`config.mk`:
```
export PLATFORM = sky130hd
export DESIGN_NAME = tcef_top
export DESIGN_NICKNAME = d
export VERILOG_FILES = /design/src/hw/tcef_pkg.sv /design/src/hw/tcef_top.sv /design/src/hw/tcef_sync.sv /design/src/hw/tcef_counter.sv
export SDC_FILE = /design/constraint.sdc
export NUM_CORES = 1
export LEC_CHECK = 0
export BUFFER_PORTS_ARGS = -buffer_cell sky130_fd_sc_hd__buf_2
export CAP_MARGIN = 30
export CORE_MARGIN = 2
export CORE_UTILIZATION = 45
export CTS_CLUSTER_DIAMETER = 60
export DETAILED_ROUTE_END_ITERATION = 10
export PLACE_DENSITY = 0.7
export SETUP_SLACK_MARGIN = 0.05
export SLEW_MARGIN = 0
export SYNTH_ARGS = -nofsm -noshare
export SYNTH_HDL_FRONTEND = slang
export SYNTH_SLANG_ARGS = --single-unit
```
`constraint.sdc`:
```
create_clock -name pclk -period 3.4 [get_ports pclk]
set_clock_uncertainty 0.2 [all_clocks]
set_input_delay 0.34 -clock pclk [delete_from_list [all_inputs] [get_ports pclk]]
set_output_delay 0.34 -clock pclk [all_outputs]
set_load 0.02 [all_outputs]
```
`src/hw/tcef_pkg.sv`:
```
// Package of constants and types for the timer channel event flag block
package tcef_pkg;

  // ----------------------------------------------------------------
  // Sizes
  // ----------------------------------------------------------------
  localparam int unsigned TCEF_NCH       = 2;
  localparam int unsigned TCEF_CNT_W     = 16;
  localparam int unsigned TCEF_ADDR_W    = 8;

  // ----------------------------------------------------------------
  // Register byte offsets
  // ----------------------------------------------------------------
  localparam logic [7:0] TCEF_OFF_CTRL      = 8'h00;
  localparam logic [7:0] TCEF_OFF_MOD       = 8'h04;
  localparam logic [7:0] TCEF_OFF_CNT       = 8'h08;
  localparam logic [7:0] TCEF_OFF_STAT      = 8'h0c;
  localparam logic [7:0] TCEF_OFF_MASK      = 8'h10;
  localparam logic [7:0] TCEF_OFF_CH0_CTRL  = 8'h20;
  localparam logic [7:0] TCEF_OFF_CH0_VAL   = 8'h24;
  localparam logic [7:0] TCEF_CH_STRIDE     = 8'h08;

  // ----------------------------------------------------------------
  // Field positions
  // ----------------------------------------------------------------
  localparam int unsigned TCEF_CTRL_EN_BIT   = 0;
  localparam int unsigned TCEF_CTRL_CPWM_BIT = 1;
  localparam int unsigned TCEF_CH_MODE_LSB   = 0;
  localparam int unsigned TCEF_CH_ELSL_BIT   = 2;
  localparam int unsigned TCEF_CH_ELSH_BIT   = 3;
  localparam int unsigned TCEF_CH_IEN_BIT    = 4;
  localparam int unsigned TCEF_CH_FLAG_BIT   = 7;
  localparam int unsigned TCEF_STAT_OVF_BIT  = 2;
  localparam int unsigned TCEF_STAT_W        = 3;

  // ----------------------------------------------------------------
  // Reset values
  // ----------------------------------------------------------------
  localparam logic [15:0] TCEF_RST_MOD  = 16'h0000;
  localparam logic [15:0] TCEF_RST_VAL  = 16'h0000;
  localparam logic [15:0] TCEF_RST_CNT  = 16'h0000;
  localparam logic [2:0]  TCEF_RST_STAT = 3'h0;
  localparam logic [2:0]  TCEF_RST_MASK = 3'h0;

  // ----------------------------------------------------------------
  // Channel mode select field codes
  // ----------------------------------------------------------------
  localparam logic [1:0] TCEF_MSEL_CAPTURE = 2'h0;
  localparam logic [1:0] TCEF_MSEL_COMPARE = 2'h1;

  // Decoded channel mode, one-hot
  typedef enum logic [3:0] {
    TCEF_MODE_CAPTURE = 4'b0001,
    TCEF_MODE_COMPARE = 4'b0010,
    TCEF_MODE_EPWM    = 4'b0100,
    TCEF_MODE_CPWM    = 4'b1000
  } tcef_mode_t;

  // Per-channel software configuration
  typedef struct packed {
    logic [1:0] mode_sel;
    logic       edge_level_select_high;
    logic       edge_level_select_low;
    logic       channel_irq_enable;
  } tcef_chcfg_t;

  localparam tcef_chcfg_t TCEF_RST_CHCFG = '{2'h0, 1'b0, 1'b0, 1'b0};

endpackage : tcef_pkg

```
`src/hw/tcef_top.sv`:
```
// Timer channel event flags with counter, APB registers and interrupt
//
// How it works
// - Each channel flag meaning follows that channel's current mode.
// - Capture edge select: off, rising, falling or either edge.
// - Capture mode sets the flag on each selected edge of the input.
// - Compare mode sets the flag whenever the running counter equals the channel value.
// - Edge PWM sets the flag at the counter match ending the duty.
// - Center PWM sets the flag at both matches, up and down.
// - Flags clear only through the read-then-write-zero sequence.
// - An event between the read and the write keeps the flag set.
// - Channel interrupt is high while flag and its enable are both set.
// - Center PWM counter counts up to a nonzero modulus then down to zero.
//
// Register map: CTRL 0x00, MOD 0x04, CNT 0x08 read only, STAT 0x0c, MASK 0x10;
// channel n has CTRL at 0x20 + 8n and VAL at 0x24 + 8n.
// Every transfer completes without a wait state; unmapped addresses answer with an error.
`timescale 1ns/1ns
module tcef_top
  import tcef_pkg::*;
(
  input  wire logic                         pclk,      // Timer and bus clock
  input  wire logic                         presetn,   // Asynchronous reset, active low
  input  wire logic [tcef_pkg::TCEF_ADDR_W-1:0] paddr, // APB byte address
  input  wire logic                         psel,      // APB select
  input  wire logic                         penable,   // APB access phase
  input  wire logic                         pwrite,    // APB write
  input  wire logic [31:0]                  pwdata,    // APB write data
  output logic      [31:0]                  prdata,    // APB read data
  output logic                              pready,    // APB ready
  output logic                              pslverr,   // APB error, unmapped address
  input  wire logic [tcef_pkg::TCEF_NCH-1:0] chan_in,  // Channel pins, asynchronous
  output logic      [tcef_pkg::TCEF_NCH-1:0] chan_irq, // Per-channel level interrupts
  output logic                              irq        // Masked status interrupt
);

  // ----------------------------------------------------------------
  // Declarations
  // ----------------------------------------------------------------
  logic                 run_q;
  logic                 center_pwm_select_q;
  logic [15:0]          mod_q;
  logic [15:0]          cnt;
  logic                 ovf;
  logic [TCEF_STAT_W-1:0] stat_q;
  logic [TCEF_STAT_W-1:0] stat_d;
  logic [TCEF_STAT_W-1:0] mask_q;
  logic [TCEF_STAT_W-1:0] ev_bits;
  logic                 setup;
  logic                 access;
  logic                 wr_acc;
  logic                 rd_acc;
  logic                 sel_ctrl;
  logic                 sel_mod;
  logic                 sel_cnt;
  logic                 sel_stat;
  logic                 sel_mask;
  logic [TCEF_NCH-1:0]  sel_chctrl;
  logic [TCEF_NCH-1:0]  sel_chval;
  logic                 mapped;
  logic [31:0]          rd_glob;
  logic [31:0]          rd_mux;
  logic [31:0]          ch_rd     [TCEF_NCH];
  logic [TCEF_NCH-1:0]  ch_event;
  logic [TCEF_NCH-1:0]  ch_flag_d;
  logic [TCEF_NCH-1:0]  ch_ien_d;
  logic [TCEF_STAT_W-1:0] stat_clr;
  logic [TCEF_STAT_W-1:0] mask_d;
  logic                 irq_d;
  logic [TCEF_NCH-1:0]  chan_irq_d;

  // ----------------------------------------------------------------
  // APB phase decode
  // ----------------------------------------------------------------

  // Setup cycle prepares the answer, access cycle commits it
  assign setup  = psel && !penable;
  assign access = psel && penable && pready;
  assign wr_acc = access && pwrite;
  assign rd_acc = access && !pwrite;

  // Global register address decode
  assign sel_ctrl = (paddr == TCEF_OFF_CTRL);
  assign sel_mod  = (paddr == TCEF_OFF_MOD);
  assign sel_cnt  = (paddr == TCEF_OFF_CNT);
  assign sel_stat = (paddr == TCEF_OFF_STAT);
  assign sel_mask = (paddr == TCEF_OFF_MASK);
  assign mapped   = sel_ctrl || sel_mod || sel_cnt || sel_stat || sel_mask ||
                    (|sel_chctrl) || (|sel_chval);

  // Read data of the global registers
  assign rd_glob = sel_ctrl ? {30'h0, center_pwm_select_q, run_q} :
                   sel_mod  ? {16'h0, mod_q} :
                   sel_cnt  ? {16'h0, cnt} :
                   sel_stat ? {29'h0, stat_q} :
                   sel_mask ? {29'h0, mask_q} : 32'h0000_0000;

  // Merge channel read data; only one select is ever active
  always_comb begin
    rd_mux = rd_glob;
    for (int k = 0; k < TCEF_NCH; k++) begin
      rd_mux = rd_mux | ch_rd[k];
    end
  end

  // ----------------------------------------------------------------
  // APB answer registers
  // ----------------------------------------------------------------

  // No wait state: answer is registered in the setup cycle
  // An unmapped address raises pslverr and its write is dropped
  always_ff @(posedge pclk or negedge presetn) begin
    if (!presetn) begin
      pready  <= 1'b0;
      pslverr <= 1'b0;
      prdata  <= 32'h0000_0000;
    end else begin
      pready  <= setup;
      pslverr <= setup && !mapped;
      prdata  <= (setup && !pwrite) ? rd_mux : 32'h0000_0000;
    end
  end

  // ----------------------------------------------------------------
  // Global control registers
  // ----------------------------------------------------------------

  // Counter enable and center mode select
  always_ff @(posedge pclk or negedge presetn) begin
    if (!presetn) begin
      run_q               <= 1'b0;
      center_pwm_select_q <= 1'b0;
    end else if (wr_acc && sel_ctrl) begin
      run_q               <= pwdata[TCEF_CTRL_EN_BIT];
      center_pwm_select_q <= pwdata[TCEF_CTRL_CPWM_BIT];
    end
  end

  // Modulus; a new value takes effect at once, there is no buffer
  always_ff @(posedge pclk or negedge presetn) begin
    if (!presetn) begin
      mod_q <= TCEF_RST_MOD;
    end else if (wr_acc && sel_mod) begin
      mod_q <= pwdata[15:0];
    end
  end

  // ----------------------------------------------------------------
  // Main counter
  // ----------------------------------------------------------------
  // Counter steps every clock while run is set; the channels only compare or capture
  tcef_counter i_tcef_counter (
    .pclk    (pclk),
    .presetn (presetn),
    .run     (run_q),
    .center  (center_pwm_select_q),
    .modulus (mod_q),
    .cnt_q   (cnt),
    .ovf     (ovf)
  );

  // ----------------------------------------------------------------
  // Channels
  // ----------------------------------------------------------------
  for (genvar i = 0; i < TCEF_NCH; i++) begin : g_ch

    localparam logic [7:0] A_CTRL = TCEF_OFF_CH0_CTRL + TCEF_CH_STRIDE * 8'(i);
    localparam logic [7:0] A_VAL  = TCEF_OFF_CH0_VAL  + TCEF_CH_STRIDE * 8'(i);

    tcef_chcfg_t cfg_q;
    tcef_mode_t  mode;
    logic [15:0] val_q;
    logic        flag_q;
    logic        flag_d;
    logic        armed_q;
    logic        armed_d;
    logic        pin_s;
    logic        pin_prev_q;
    logic        rise;
    logic        fall;
    logic        cap_hit;
    logic        match;
    logic        cmp_hit;
    logic        set_ev;
    logic        rd_flag;
    logic        wr_zero;
    logic        clr;

    // Channel register decode
    assign sel_chctrl[i] = (paddr == A_CTRL);
    assign sel_chval[i]  = (paddr == A_VAL);

    // Channel pin into the timer clock domain
    tcef_sync i_tcef_sync (
      .pclk    (pclk),
      .presetn (presetn),
      .din     (chan_in[i]),
      .dout    (pin_s)
    );

    // Previous synchronised level for edge detection
    always_ff @(posedge pclk or negedge presetn) begin
      if (!presetn) begin
        pin_prev_q <= 1'b0;
      end else begin
        pin_prev_q <= pin_s;
      end
    end

    // Mode decode: center select overrides every channel
    // Codes 2 and 3 of the mode field both give edge PWM
    assign mode = center_pwm_select_q                     ? TCEF_MODE_CPWM :
                  (cfg_q.mode_sel == TCEF_MSEL_CAPTURE)   ? TCEF_MODE_CAPTURE :
                  (cfg_q.mode_sel == TCEF_MSEL_COMPARE)   ? TCEF_MODE_COMPARE :
                                                            TCEF_MODE_EPWM;

    // Edge qualification by the edge select pair
    assign rise    = pin_s && !pin_prev_q;
    assign fall    = !pin_s && pin_prev_q;
    assign cap_hit = (cfg_q.edge_level_select_low  && rise) ||
                     (cfg_q.edge_level_select_high && fall);

    // Counter match, only while the counter steps
    // A stopped counter would otherwise match on every cycle
    assign match = run_q && (cnt == val_q);

    // Match events by mode; center mode passes each value up and down
    always_comb begin
      cmp_hit = 1'b0;
      case (mode)
        TCEF_MODE_CAPTURE: cmp_hit = 1'b0;
        TCEF_MODE_COMPARE: cmp_hit = match;
        TCEF_MODE_EPWM:    cmp_hit = match;
        TCEF_MODE_CPWM:    cmp_hit = match;
        default:           cmp_hit = 1'b0;
      endcase
    end

    // Flag set source
    assign set_ev = (mode == TCEF_MODE_CAPTURE) ? cap_hit : cmp_hit;

    // Two-step clear: a read that reported the flag set arms, write of zero clears
    // The reported bit is the registered read data, so a flag that rises
    // between setup and access never arms a clear that software did not see
    assign rd_flag = rd_acc && sel_chctrl[i] && prdata[TCEF_CH_FLAG_BIT];
    assign wr_zero = wr_acc && sel_chctrl[i] && !pwdata[TCEF_CH_FLAG_BIT];
    assign clr     = wr_zero && armed_q;

    // New event beats the clear and restarts the sequence
    assign flag_d  = set_ev || (flag_q && !clr);
    assign armed_d = set_ev                              ? 1'b0 :
                     rd_flag                             ? 1'b1 :
                     (wr_acc && sel_chctrl[i])           ? 1'b0 : armed_q;

    // Flag and clear sequence state
    always_ff @(posedge pclk or negedge presetn) begin
      if (!presetn) begin
        flag_q  <= 1'b0;
        armed_q <= 1'b0;
      end else begin
        flag_q  <= flag_d;
        armed_q <= armed_d;
      end
    end

    // Channel configuration register
    always_ff @(posedge pclk or negedge presetn) begin
      if (!presetn) begin
        cfg_q <= TCEF_RST_CHCFG;
      end else if (wr_acc && sel_chctrl[i]) begin
        cfg_q.mode_sel               <= pwdata[TCEF_CH_MODE_LSB +: 2];
        cfg_q.edge_level_select_low  <= pwdata[TCEF_CH_ELSL_BIT];
        cfg_q.edge_level_select_high <= pwdata[TCEF_CH_ELSH_BIT];
        cfg_q.channel_irq_enable     <= pwdata[TCEF_CH_IEN_BIT];
      end
    end

    // Channel value: capture of the counter wins over a bus write
    always_ff @(posedge pclk or negedge presetn) begin
      if (!presetn) begin
        val_q <= TCEF_RST_VAL;
      end else if ((mode == TCEF_MODE_CAPTURE) && cap_hit) begin
        val_q <= cnt;
      end else if (wr_acc && sel_chval[i]) begin
        val_q <= pwdata[15:0];
      end
    end

    // Channel read data
    assign ch_rd[i] = sel_chctrl[i] ? {24'h0, flag_q, 2'h0, cfg_q.channel_irq_enable,
                                       cfg_q.edge_level_select_high,
                                       cfg_q.edge_level_select_low, cfg_q.mode_sel} :
                      sel_chval[i]  ? {16'h0, val_q} : 32'h0000_0000;

    // Outputs towards the interrupt logic
    assign ch_event[i]  = set_ev;
    assign ch_flag_d[i] = flag_d;
    assign ch_ien_d[i]  = (wr_acc && sel_chctrl[i]) ? pwdata[TCEF_CH_IEN_BIT] :
                                                      cfg_q.channel_irq_enable;
  end

  // ----------------------------------------------------------------
  // Interrupts
  // ----------------------------------------------------------------

  // Sticky events; set wins over the read clear
  assign ev_bits = {ovf, ch_event};

  // A status read clears only the bits that it reported, so an event
  // landing between the setup and the access cycle is kept
  assign stat_clr = (rd_acc && sel_stat) ? prdata[TCEF_STAT_W-1:0] : '0;
  assign stat_d   = ev_bits | (stat_q & ~stat_clr);

  // Mask as it stands after this edge
  assign mask_d = (wr_acc && sel_mask) ? pwdata[TCEF_STAT_W-1:0] : mask_q;

  // Interrupt levels from next state, so they move with status and flags
  assign irq_d      = |(stat_d & mask_d);
  assign chan_irq_d = ch_flag_d & ch_ien_d;

  // Status and mask registers
  always_ff @(posedge pclk or negedge presetn) begin
    if (!presetn) begin
      stat_q <= TCEF_RST_STAT;
      mask_q <= TCEF_RST_MASK;
    end else begin
      stat_q <= stat_d;
      mask_q <= mask_d;
    end
  end

  // Interrupt outputs, straight from flip-flops
  always_ff @(posedge pclk or negedge presetn) begin
    if (!presetn) begin
      irq      <= 1'b0;
      chan_irq <= '0;
    end else begin
      irq      <= irq_d;
      chan_irq <= chan_irq_d;
    end
  end

endmodule : tcef_top

```
`src/hw/tcef_sync.sv`:
```
// Two flip-flop synchroniser for one asynchronous level
`timescale 1ns/1ns
module tcef_sync (
  input  wire logic pclk,     // Timer clock
  input  wire logic presetn,  // Asynchronous reset, active low
  input  wire logic din,      // Asynchronous level
  output logic      dout      // Synchronised level
);

  logic meta_q;

  // Second stage is the only reader of the first
  always_ff @(posedge pclk or negedge presetn) begin
    if (!presetn) begin
      meta_q <= 1'b0;
      dout   <= 1'b0;
    end else begin
      meta_q <= din;
      dout   <= meta_q;
    end
  end

endmodule : tcef_sync

```
`src/hw/tcef_counter.sv`:
```
// Main 16-bit timer counter, up or up/down counting
`timescale 1ns/1ns
module tcef_counter
  import tcef_pkg::*;
(
  input  wire logic        pclk,     // Timer clock
  input  wire logic        presetn,  // Asynchronous reset, active low
  input  wire logic        run,      // Counter enable
  input  wire logic        center,   // Up/down counting
  input  wire logic [15:0] modulus,  // Terminal count, zero runs free
  output logic      [15:0] cnt_q,    // Counter value
  output logic             ovf       // One-cycle overflow pulse
);

  logic        down_q;
  logic [15:0] cnt_d;
  logic        down_d;
  logic        at_mod;
  logic        at_top;

  // Terminal count: modulus, or all ones when modulus is zero
  assign at_mod = (modulus != 16'h0000) && (cnt_q == modulus);
  assign at_top = at_mod || ((modulus == 16'h0000) && (cnt_q == 16'hffff));

  // Next count and direction
  always_comb begin
    cnt_d  = cnt_q;
    down_d = down_q;
    ovf    = 1'b0;
    if (run) begin
      if (center) begin
        if (!down_q && at_mod) begin
          down_d = 1'b1;
          cnt_d  = cnt_q - 16'h0001;
          ovf    = 1'b1;
        end else if (down_q && (cnt_q == 16'h0000)) begin
          down_d = 1'b0;
          cnt_d  = 16'h0001;
        end else if (down_q) begin
          cnt_d = cnt_q - 16'h0001;
        end else begin
          cnt_d = cnt_q + 16'h0001;
        end
      end else begin
        down_d = 1'b0;
        ovf    = at_top;
        cnt_d  = at_top ? 16'h0000 : cnt_q + 16'h0001;
      end
    end
  end

  // Counter state
  always_ff @(posedge pclk or negedge presetn) begin
    if (!presetn) begin
      cnt_q  <= TCEF_RST_CNT;
      down_q <= 1'b0;
    end else begin
      cnt_q  <= cnt_d;
      down_q <= down_d;
    end
  end

endmodule : tcef_counter

```
==> flow_summary.json <==
{
  "status": "complete, no violations",
  "wl_met3_um": 1170,
  "cts_sinks": 114,
  "worstReg2RegEnd": "i_tcef_counter.cnt_q[5]",
  "met1_length_um": 7410,
  "netlist_top_cells_area": "dfrtp_1, mux2i_1, mux2_2",
  "grt_overflow": 0,
  "cp_max_fo": 26,
  "vias": 5313,
  "total_power_mw": 3.34,
  "synth_top_area_cell": "dfrtp_1",
  "start_util_pct": 46.0,
  "first_pass_iters": 6,
  "reg2reg_from": "i_tcef_counter.cnt_q[4]",
  "cts_resized": 0,
  "maxSlewHeadroom_pct": 38.1,
  "clockBufferDepth": 2,
  "fp.dieH_um": 123,
  "cts.reportedPaths.clkPinSlew_ps": 50,
  "grt_pass1_vias": 5218,
  "portBuffers": 51,
  "hold_viol_final": 0,
  "ant_nets": 0,
  "htreeDepth": 4,
  "drive_gt1_share_pct": 23.0,
  "drt_iter0_drc": 546,
  "setup_viol": 0,
  "crit_path_frequent_cell": "or4_4",
  "netlist_top_cells_count": "dfrtp_1, a21oi_1, nor2_1",
  "hp-class": "input pin to register",
  "worstMarginPinSlew_ps": 926,
  "p_leak_nw": 3.43,
  "clkLatencyLatePin_ps": 420,
  "antennaDiodeCount": 0,
  "critPathArrivalTime_ps": 3170,
  "slowest_stage": "or4_4",
  "r2r_slack_ps": 330,
  "topRoutingLayerUsed": "met4",
  "die_w_um": 123,
  "crit_cells": 7,
  "criticalPathCategory": "register to register",
  "grt_pass1_wl_um": 27500,
  "final_nets": 759,
  "viasPerCell": 5.90,
  "synth_seq_area_share_pct": 44.8,
  "fmax_ghz": 0.326,
  "critPathCaptureType": "register",
  "slew_viol_final": 0,
  "netlist_instances": 640,
  "drcViolationCount": 0,
  "cp_top_family": "simple AND/OR/NAND/NOR gates",
  "gp_congestion": 0.884,
  "critPathLaunch": "i_tcef_counter.cnt_q[4]",
  "tritoncts": "built",
  "yosysWarnings": 0,
  "synthArstFlopShare_pct": 100,
  "fin_tns_setup_ps": 0,
  "ys_ff_latch": 114,
  "grt_max_degree": 49,
  "crit_chain": "or4_4 -> or4_4 -> or4_4 -> o21ai_2 -> a21o_4 -> nor2_1 -> a221o_1",
  "synth.avg_cell_area_sq_um": 9.95,
  "cp.required_ps": 3500,
  "finalWirelength_um": 17300,
  "crit_path_start_kind": "register",
  "power.density_mw_per_mm2": 444,
  "period_needed_ps": 3070,
  "antenna_found_initial": 0,
  "cp-endpoint": "i_tcef_counter.cnt_q[5]",
  "cts_inserted_buffers": 17,
  "hp-start": "pwdata[6]",
  "num_rows": 43,
  "dr_wl_met2_um": 8280,
  "post-synth-top-count-cell": "dfrtp_1",
  "cap_viol_max_count": 0,
  "ys.flop_type": "dfrtp_1",
  "track_usage_pct": 24.2,
  "area_growth_pct": 18.1,
  "synth_edf_count": 0,
  "wl_per_cell_um": 19.2,
  "rr_worst_depth": 7,
  "synth_top_area_share_pct": 44.8,
  "synth_cell_types": 55,
  "io_pins": 84,
  "nFillCells": 1231,
  "grt_setup_unrepaired": "no",
  "place_hpwl_um": 12200,
  "fp.dieArea_sq_mm": 0.0151,
  "synth_area_sq_mm": 0.00637,
  "cts_root_buffer": "clkbuf_16",
  "crit_buf_inv": 0,
  "max_stage_delay_ps": 560,
  "vdd_drop_max_mv": 0.385,
  "post-route-period-util_pct": 90.3,
  "core_sq_mm": 0.0138
}
[sequential cells by signal, indices dropped and copies added (netlist names)]
name and flops:
run_q 1, i_tcef_counter.cnt_q 16, prdata 16, g_ch.armed_q 2, irq 1, g_ch.pin_prev_q 2, center_pwm_select_q 1, g_ch.i_tcef_sync.dout 2
i_tcef_counter.down_q 1, pready 1, pslverr 1, stat_q 3, g_ch.val_q 32, g_ch.cfg_q 10, chan_irq 2, g_ch.i_tcef_sync.meta_q 2
g_ch.flag_q 2, mask_q 3, mod_q 16
[layer usage]
| layer | up-vias | global-route usage [%] |
|---|---|---|
| li1 | 2424 | - |
| met1 | 2646 | 31.2 |
| met2 | 197 | 38.5 |
| met3 | 46 | 6.92 |
| met4 | 0 | 9.55 |
| met5 | - | 0 |
[per-stage QoR]
step / setup slack (ps) / util (%) / hold slack, ps / instances / cell area (sq um)
3_3_place_gp: 373 / 49.8 / 143 / 860 / 6880
6_report: 329 / 54.4 / 12.2 / 901 / 7520
2_1_floorplan: 421 / - / -156 / 655 / 6420
3_5_place_dp: 339 / 49.8 / 135 / 860 / 6880
5_1_grt: 194 / 54.4 / 6.47 / 901 / 7520
4_1_cts: 331 / 54.3 / 0.281 / 900 / 7510
[report_power, final]
part | switching, mW | internal (mW) | total (mW)
sequential | 0.0318 | 1.39 | 1.42
combinational | 0.161 | 0.106 | 0.267
clock | 0.596 | 1.05 | 1.64
[timing repair]
action / in CTS / in global routing
setup endpoints to repair: 0 / 0
setup buffers: 0 / 0
hold endpoints to repair: 46 / 1
hold buffers: 9 / 1
[worst min-delay path by stage]
stage / slack (ps) / end / cells after the start
after detailed placement: 130 / g_ch[0].i_tcef_sync.dout / 0
final: 10 / mod_q[6] / 2
after floorplan: -160 / center_pwm_select_q / 0
after global routing: 6 / pready / 2
after CTS: 0.3 / mod_q[9] / 2
after global placement: 140 / g_ch[0].i_tcef_sync.dout / 0
[cells by family (layout without fill, tap and decap cells)]
kind of cell,count (synthesis),after routing,synth area share (%)
AO/OA/AOI/OAI,133,133,14.1
XOR/XNOR,49,49,6.74
adder cells (fa/ha/maj),3,3,0.590
buffers and inverters,70,136,5.27
flip-flops,114,114,44.8
multiplexers,77,77,12.8
other,1,16,0.0589
AND/OR/NAND/NOR,193,193,15.7
[cell type report]
class | count | area [sq um] | area share, %
clock inverter | 6 | 55.1 | 0.732
clock buffer | 25 | 485 | 6.45
timing repair buffer | 93 | 611 | 8.12
tap | 180 | 225 | 2.99
sequential | 114 | 2850 | 37.9
inverter | 12 | 45.0 | 0.599
multi-input combinational | 471 | 3250 | 43.2
[cells in the final DEF, fill, tap and decap left out, drive strengths merged, types with 4 or more instances in the layout]
master       count
o21ai            9
nor2b            4
a22oi           24
nand2b           4
or3b             5
or4              4
buf             83
nand4           13
and2             5
nor2            52
a31oi            7
clkinv           6
nand3           10
a21oi           55
a21o             5
mux2i           41
dlygate4sd3     10
xnor2           31
inv             11
nor4            14
dfrtp          114
o211ai           4
and3             6
or3              7
nand3b           5
clkbuf          25
mux2            36
xor2            18
conb            16
a222oi           8
nor3            18
nand2           38
Power figures use the tool's default switching activity.
